## src/spi_diag_pkg.sv

```systemverilog
package spi_diag_pkg;
    // ****************************************************************
    // frame layout
    // ****************************************************************
    localparam int FRAME_BITS = 8;
    localparam int CNT_BITS = 3;
    localparam logic [1:0] CMD_WRITE_OUT = 2'h2;
    localparam logic [1:0] CMD_DIAG = 2'h3;
    localparam logic [2:0] DCR_SEL_CODE = 3'h7;
    localparam int MUX_LSB = 0;
    localparam int MUX_MSB = 2;
    localparam int BYPASS_BIT = 3;
    localparam int ERR_MSB = 5;
    localparam int NUM_CHANNELS = 6;
    // ****************************************************************
    // reset values and mux codes
    // ****************************************************************
    localparam logic [2:0] MUX_RESET = 3'h7;
    localparam logic [2:0] MUX_OFF = 3'h6;
    localparam logic [2:0] MUX_STANDBY = 3'h7;
    localparam logic [5:0] ON_RESET = 6'h00;
    // ****************************************************************
    // timing
    // ****************************************************************
    localparam int CLK_PERIOD_NS = 25;
    localparam int SENSE_SETTLE_US = 25;
    localparam int SENSE_SETTLE_CYC = (SENSE_SETTLE_US * 1000) / CLK_PERIOD_NS;
    localparam int SCLK_HALF_CYC = 8;
    localparam int CS_GUARD_CYC = 40;
    // ****************************************************************
    // host register offsets
    // ****************************************************************
    localparam logic [3:0] ADDR_TXDATA = 4'h0;
    localparam logic [3:0] ADDR_CTRL = 4'h1;
    localparam logic [3:0] ADDR_STATUS = 4'h2;
    localparam logic [3:0] ADDR_RXDATA = 4'h3;
    localparam logic [3:0] ADDR_CHAIN = 4'h4;
    typedef enum logic [2:0] {
        H_IDLE = 3'b000,
        H_LEAD = 3'b001,
        H_LOW = 3'b010,
        H_HIGH = 3'b011,
        H_LAG = 3'b100
    } host_state_type;
endpackage

```

## src/spi_diag_if.sv

```systemverilog
`timescale 1ns/10ps
interface spi_diag_if;
    logic cs_n;
    logic sclk;
    logic mosi;
    logic miso;
    logic miso_oe;
    modport device (input cs_n, input sclk, input mosi,
        output miso, output miso_oe);
    modport host (output cs_n, output sclk, output mosi,
        input miso, input miso_oe);
endinterface

```

## src/spi_diag_device.sv

```systemverilog
// Chosen here: the register offsets and the plain strobed port.
`timescale 1ns/10ps
// Notes on behaviour
// - sample on sclk fall, drive on rise
// - accept frame only at multiple of eight
// - deselected: ignore link, output released
// - select fall loads response word
// - first bit is error flag or input
// - bad length sets error, drops command
// - good length decodes and writes register
// - master keeps sclk low at select edges
// - input msb first, control bits first
// - response shifted out msb first
// - one shift register passes bits through
// - master clocks eight bits per device
// - three-bit sense select at bits 2:0
// - codes 0-5 route channel when on
// - channel off keeps sense released
// - code 111 is stand-by, released
// - bypass monitor read at bit 3
// - per-channel fault flags in diagnosis
// - sense valid 25 us after route change with channel on
module spi_diag_device (
    input wire logic CLK,
    input wire logic RESETN,
    spi_diag_if.device LINK,
    input wire logic [5:0] CHANNEL_ON,
    input wire logic [5:0] CHANNEL_FAULT,
    input wire logic BYPASS_ABOVE,
    output logic [2:0] SENSE_ROUTE_SEL,
    output logic SENSE_ENABLE,
    output logic [2:0] SENSE_CHANNEL,
    output logic SENSE_VALID,
    output logic FRAME_ERROR
);
    // ****************************************************************
    // pin synchronisers
    // ****************************************************************
    logic [2:0] s1_q, s2_q;
    logic cs_prev_q, sclk_prev_q;
    always_ff @(posedge CLK) begin
        if (!RESETN) begin
            s1_q <= 3'h1;
            s2_q <= 3'h1;
            cs_prev_q <= 1'b1;
            sclk_prev_q <= 1'b0;
        end else begin
            s1_q <= {LINK.mosi, LINK.sclk, LINK.cs_n};
            s2_q <= s1_q;
            cs_prev_q <= s2_q[0];
            sclk_prev_q <= s2_q[1];
        end
    end
    wire cs_n = s2_q[0];
    wire sclk = s2_q[1];
    wire mosi = s2_q[2];
    wire cs_fall = cs_prev_q & ~cs_n;
    wire cs_rise = ~cs_prev_q & cs_n;
    // deselected edges are ignored
    wire sclk_rise = ~cs_n & ~sclk_prev_q & sclk;
    wire sclk_fall = ~cs_n & sclk_prev_q & ~sclk;
    // ****************************************************************
    // shift engine
    // ****************************************************************
    logic [7:0] shift_q, shift_d;
    logic [2:0] cnt_q, cnt_d;
    logic any_q, any_d;
    logic first_q, first_d;
    logic out_q, out_d;
    logic err_q, err_d;
    logic [2:0] mux_q, mux_d;
    logic [2:0] mux_prev_q;
    logic [9:0] settle_q;
    // response word loaded at select fall
    wire [7:0] diag_word = {2'h0, CHANNEL_FAULT};
    wire [7:0] dcr_word = {4'h0, BYPASS_ABOVE, mux_q};
    wire [1:0] cmd = shift_q[7:6];
    wire good_len = any_q && cnt_q == 3'h0;
    wire is_dcr_write = cmd == spi_diag_pkg::CMD_DIAG
        && shift_q[5:3] == spi_diag_pkg::DCR_SEL_CODE;
    always_comb begin
        shift_d = shift_q;
        cnt_d = cnt_q;
        any_d = any_q;
        first_d = first_q;
        out_d = out_q;
        err_d = err_q;
        mux_d = mux_q;
        if (cs_fall) begin
            shift_d = (is_dcr_write) ? dcr_word : diag_word;
            cnt_d = 3'h0;
            any_d = 1'b0;
            first_d = 1'b1;
        end else if (sclk_rise) begin
            first_d = 1'b0;
            out_d = shift_q[7];
        end else if (sclk_fall) begin
            shift_d = {shift_q[6:0], mosi};
            cnt_d = cnt_q + 3'h1;
            any_d = 1'b1;
        end else if (cs_rise) begin
            if (!good_len) begin
                err_d = 1'b1;
            end else begin
                err_d = 1'b0;
                if (is_dcr_write) begin
                    mux_d = shift_q[spi_diag_pkg::MUX_MSB:0];
                end
            end
        end
    end
    always_ff @(posedge CLK) begin
        if (!RESETN) begin
            shift_q <= 8'h00;
            cnt_q <= 3'h0;
            any_q <= 1'b0;
            first_q <= 1'b0;
            out_q <= 1'b0;
            err_q <= 1'b0;
            mux_q <= spi_diag_pkg::MUX_RESET;
        end else begin
            shift_q <= shift_d;
            cnt_q <= cnt_d;
            any_q <= any_d;
            first_q <= first_d;
            out_q <= out_d;
            err_q <= err_d;
            mux_q <= mux_d;
        end
    end
    // ****************************************************************
    // serial output
    // ****************************************************************
    assign LINK.miso = first_q ? (err_q | mosi) : out_q;
    assign LINK.miso_oe = ~cs_n;
    // ****************************************************************
    // current sense routing
    // ****************************************************************
    wire active_code = mux_q < spi_diag_pkg::MUX_OFF;
    wire ch_on = active_code && CHANNEL_ON[mux_q];
    always_ff @(posedge CLK) begin
        if (!RESETN) begin
            mux_prev_q <= spi_diag_pkg::MUX_RESET;
            settle_q <= 10'h000;
        end else begin
            mux_prev_q <= mux_q;
            if (mux_q != mux_prev_q || !ch_on) begin
                settle_q <= 10'h000;
            end else if (settle_q
                    != 10'(spi_diag_pkg::SENSE_SETTLE_CYC)) begin
                settle_q <= settle_q + 10'h001;
            end
        end
    end
    assign SENSE_ROUTE_SEL = mux_q;
    assign SENSE_ENABLE = ch_on;
    assign SENSE_CHANNEL = mux_q;
    assign SENSE_VALID = ch_on
        && settle_q == 10'(spi_diag_pkg::SENSE_SETTLE_CYC);
    assign FRAME_ERROR = err_q;
endmodule

```

## src/flat_wrapper.sv

```systemverilog
// flat-port wrapper written by rule: the top's interface ports become plain ports
module spi_diag_device_flat 
  (CLK, RESETN, CHANNEL_ON, CHANNEL_FAULT, BYPASS_ABOVE, SENSE_ROUTE_SEL, SENSE_ENABLE, SENSE_CHANNEL, SENSE_VALID, FRAME_ERROR, LINK_cs_n, LINK_sclk, LINK_mosi, LINK_miso, LINK_miso_oe);
  spi_diag_if LINK_i ();
  input wire logic CLK;
  input wire logic RESETN;
  input wire logic [5:0] CHANNEL_ON;
  input wire logic [5:0] CHANNEL_FAULT;
  input wire logic BYPASS_ABOVE;
  output logic [2:0] SENSE_ROUTE_SEL;
  output logic SENSE_ENABLE;
  output logic [2:0] SENSE_CHANNEL;
  output logic SENSE_VALID;
  output logic FRAME_ERROR;
  input wire logic [$bits(LINK_i.cs_n)-1:0] LINK_cs_n;
  input wire logic [$bits(LINK_i.sclk)-1:0] LINK_sclk;
  input wire logic [$bits(LINK_i.mosi)-1:0] LINK_mosi;
  output wire logic [$bits(LINK_i.miso)-1:0] LINK_miso;
  output wire logic [$bits(LINK_i.miso_oe)-1:0] LINK_miso_oe;
  assign LINK_i.cs_n = LINK_cs_n;
  assign LINK_i.sclk = LINK_sclk;
  assign LINK_i.mosi = LINK_mosi;
  assign LINK_miso = LINK_i.miso;
  assign LINK_miso_oe = LINK_i.miso_oe;
  spi_diag_device u_core (.CLK(CLK), .RESETN(RESETN), .LINK(LINK_i), .CHANNEL_ON(CHANNEL_ON), .CHANNEL_FAULT(CHANNEL_FAULT), .BYPASS_ABOVE(BYPASS_ABOVE), .SENSE_ROUTE_SEL(SENSE_ROUTE_SEL), .SENSE_ENABLE(SENSE_ENABLE), .SENSE_CHANNEL(SENSE_CHANNEL), .SENSE_VALID(SENSE_VALID), .FRAME_ERROR(FRAME_ERROR));
endmodule
```

## config.mk

```make
export PLATFORM = sky130hd
export DESIGN_NAME = spi_diag_device_flat
export DESIGN_NICKNAME = d
export VERILOG_FILES = /design/src/spi_diag_pkg.sv /design/src/spi_diag_if.sv /design/src/spi_diag_device.sv /design/src/flat_wrapper.sv
export SDC_FILE = /design/constraint.sdc
export NUM_CORES = 1
export LEC_CHECK = 0
export ABC_AREA = 0
export BUFFER_PORTS_ARGS = -buffer_cell sky130_fd_sc_hd__buf_2
export CAP_MARGIN = 20
export CORE_AREA = 3 3 61 63
export DETAILED_ROUTE_END_ITERATION = 6
export DIE_AREA = 0 0 64 66
export PLACE_DENSITY = 0.75
export SLEW_MARGIN = 40
export SYNTH_ARGS = -nofsm -noshare
export SYNTH_HDL_FRONTEND = slang
export SYNTH_SLANG_ARGS = --single-unit
```

## constraint.sdc

```tcl
create_clock -name CLK -period 1.7 [get_ports CLK]
set_input_delay 0.17 -clock CLK [delete_from_list [all_inputs] [get_ports CLK]]
set_output_delay 0.17 -clock CLK [all_outputs]
set_load 0.005 [all_outputs]
```

==> impl_metrics.ini <==
[synth]
synth-seq-area-share_pct = 45.1
synth_flop_cell = dfxtp_1
synthMostInstantiatedCell = dfxtp_1
ys_top_cells_by_count = dfxtp_1, nor2_1, nand2_1
synth.largest_area_cell = dfxtp_1
syn-num-nets = 212
synth_cell_types = 35
synth_top_area_share_pct = 45.1
synth_async_sr_flop_share_pct = 0
yosysWarnings = 0
syn_inst = 190
syn_area_mm2 = 0.00173
ys_ff_latch = 39
yosys-top-cells-area = dfxtp_1, nor2_1, xnor2_1, a21oi_1, ha_1
synth_edf_count = 0
syn_area_per_cell_um2 = 9.12

[timing]
worst_slack_ns = -0.0285
slew_violations = 0
period_needed_ns = 1.73
setup_viol = 2
slew_headroom_pct = 64.0
final.setup.tns_ns = -0.0375
tightestPinTransition_ns = 0.540
rsz0062_at_grt = true
hold_ws_ns = 0.0329
final-hold-violation-count = 0
fmax_ghz = 0.579
finClkSkew_ns = 0.0118
finalCritPeriodShare_pct = 102

[clocking]
cts_tree = yes
cts.sinks = 39
cts.htree.levels = 2
cts.clk_slew.worst_paths_ns = 0.11
holdBufCountCts = 0
root_buffer = clkbuf_4
clock_latency_ns = 0.34
cts_buffer_depth = 2
cts-buffers-inserted = 5

[outcome]
violations = negative setup slack
status = finished with violations

[setup_path]
path_cells = mux4_2 -> o21ai_2 -> inv_1 -> buf_2
cp.arrival_ns = 1.56
end_kind = primary output
max_stage_delay_ns = 0.53
critPathLaunchType = flop
crit_type = reg -> out
cp.required_ns = 1.53
reg2reg_from = u_core.SENSE_CHANNEL[0]$_SDFFE_PN1P_
cp_max_fo = 2
cp-startpoint = u_core.SENSE_CHANNEL[0]$_SDFFE_PN1P_
critical_path.slowest_cell = mux4_2

[finish]
antennaDiodeCount = 0
final_nets = 244
drive_above_1_share_pct = 27.4
synthToLayoutAreaGrowth_pct = 16.8
fin_util_pct = 61.6

[worst_hold_path]
holdCritPathClass = in -> reg
worstHoldStart = LINK_cs_n

[power_and_ir_drop]
peakVddDrop_v = 0.000479
swShare_pct = 22.7
p_leak_nw = 0.796
p_int_mw = 1.13
p_sw_uw = 331
clockPowerShare_pct = 30.5
combPwrFrac_pct = 5.4
powerDensity_mw_per_mm2 = 720
seqPwrFrac_pct = 64.1

[grt]
grt_max_degree = 32
first_global_vias = 1300
grt_pass1_wl_um = 5600
antenna_found_initial = 0
grt_usage_pct = 17.1
grt_overflow_total = 0

[floorplanning]
coreArea_mm2 = 0.00328
floorplan.initialDensity_pct = 52.8
die_w_um = 64
die_height_um = 66
design.portCount = 29
die_area_mm2 = 0.00422
rows = 21

[detailed_routing]
viasPerCell = 5.14
drt_iter0_drc = 49
ant_nets = 0
drtPass1Iterations = 4
num_vias = 1382
wl_per_cell_um = 12.7
drc = 0
finalWirelength_um = 3420

[run]
cap_violations = 0

[place]
portBuffers = 28
gp_congestion = 0.782
dp_hpwl_um = 2380
==> repair_timing <==
action	4_1_cts	5_1_grt
resized for setup	11	2
endpoints found under the setup margin	2	3
buffers inserted	3	0
gates cloned	0	1
pin swaps	3	2
==> area by class of cell <==
class / instances / area, um2
fill: 290 / 1260
multi-input combinational: 133 / 901
sequential: 39 / 788
timing repair buffer: 36 / 200
tap: 46 / 57.6
clock buffer: 7 / 45.0
inverter: 7 / 26.3
clock inverter: 1 / 5.00
==> placed cells by master (no fill, tap or decap), drive strengths merged <==
master / instances
nor4bb: 1
o31ai: 4
o21ai: 9
a21oi: 10
xnor2: 9
and4: 2
nor2b: 7
or3: 1
xor2: 4
o221ai: 2
a31o: 4
nand4b: 1
nor3: 2
buf: 36
nand2b: 7
nand4: 3
inv: 7
nand2: 13
nor2: 23
mux4: 1
mux2i: 5
dfxtp: 39
and2: 5
or3b: 1
a21boi: 1
clkinv: 1
nor3b: 3
o21a: 1
o2111ai: 2
a22oi: 2
nand3: 6
clkbuf: 7
ha: 4
==> registers in the layout (all words and copies together) (netlist names), 3 cells and up <==
register,count
u_core.s2_q,3
u_core.settle_q,10
u_core.s1_q,3
u_core.mux_prev_q,3
u_core.shift_q,8
u_core.cnt_q,3
u_core.SENSE_CHANNEL,3
==> metal layers <==
| metal | up-vias | track usage (%) | part of all wire [%] |
|---|---|---|---|
| li1 | 712 | - | - |
| met1 | 635 | 20.1 | 48 |
| met2 | 30 | 29.8 | 46 |
| met3 | 5 | 4.42 | 4.6 |
| met4 | 0 | 6.47 | 1.1 |
| met5 | - | 0 | 0 |
==> cell families after synthesis <==
| group | share of synthesized area, % |
|---|---|
| compound gates | 13.5 |
| fa+ha+maj | 2.89 |
| xor+xnor | 6.57 |
| mux | 4.19 |
| buf+inv | 5.20 |
| flops | 45.1 |
| simple gates | 22.6 |
==> power by group through the flow <==
stage               registers [mW]  clock network, mW  logic [mW]
floorplan                    0.954                  0      0.0439
global placement             0.956                  0      0.0755
detailed placement           0.957                  0      0.0773
CTS                          0.935              0.456      0.0780
global route                 0.937              0.503      0.0873
finish                       0.935              0.444      0.0782
==> final timing paths <==
path	to	slack (ns)	cells after the start
min	u_core.s1_q[0]$_SDFF_PN1_	0.03	2
max	SENSE_ENABLE	-0.03	4
min reg2reg	u_core.s2_q[0]$_SDFF_PN1_	0.44	1
max reg2reg	u_core.settle_q[5]$_SDFFE_PP0P_	0.10	4
==> through the flow <==
step | setup slack [ns] | power, mW | area (um2) | cells
floorplan | 0.0812 | 0.998 | 1730 | 190
global placement | 0.150 | 1.03 | 1900 | 257
detailed placement | 0.0841 | 1.03 | 1900 | 257
CTS | -0.0205 | 1.47 | 2000 | 268
global route | -0.0916 | 1.53 | 2020 | 269
finish | -0.0285 | 1.46 | 2020 | 269
==> worst max-delay path, delay by kind of cell, from the launching register on <==
| family | cells | cell delay, ns |
|---|---|---|
| compound gates | 1 | 0.17 |
| mux | 1 | 0.53 |
| flops | 1 | 0.36 |
| buf+inv | 2 | 0.17 |
Power figures use the tool's default switching activity.
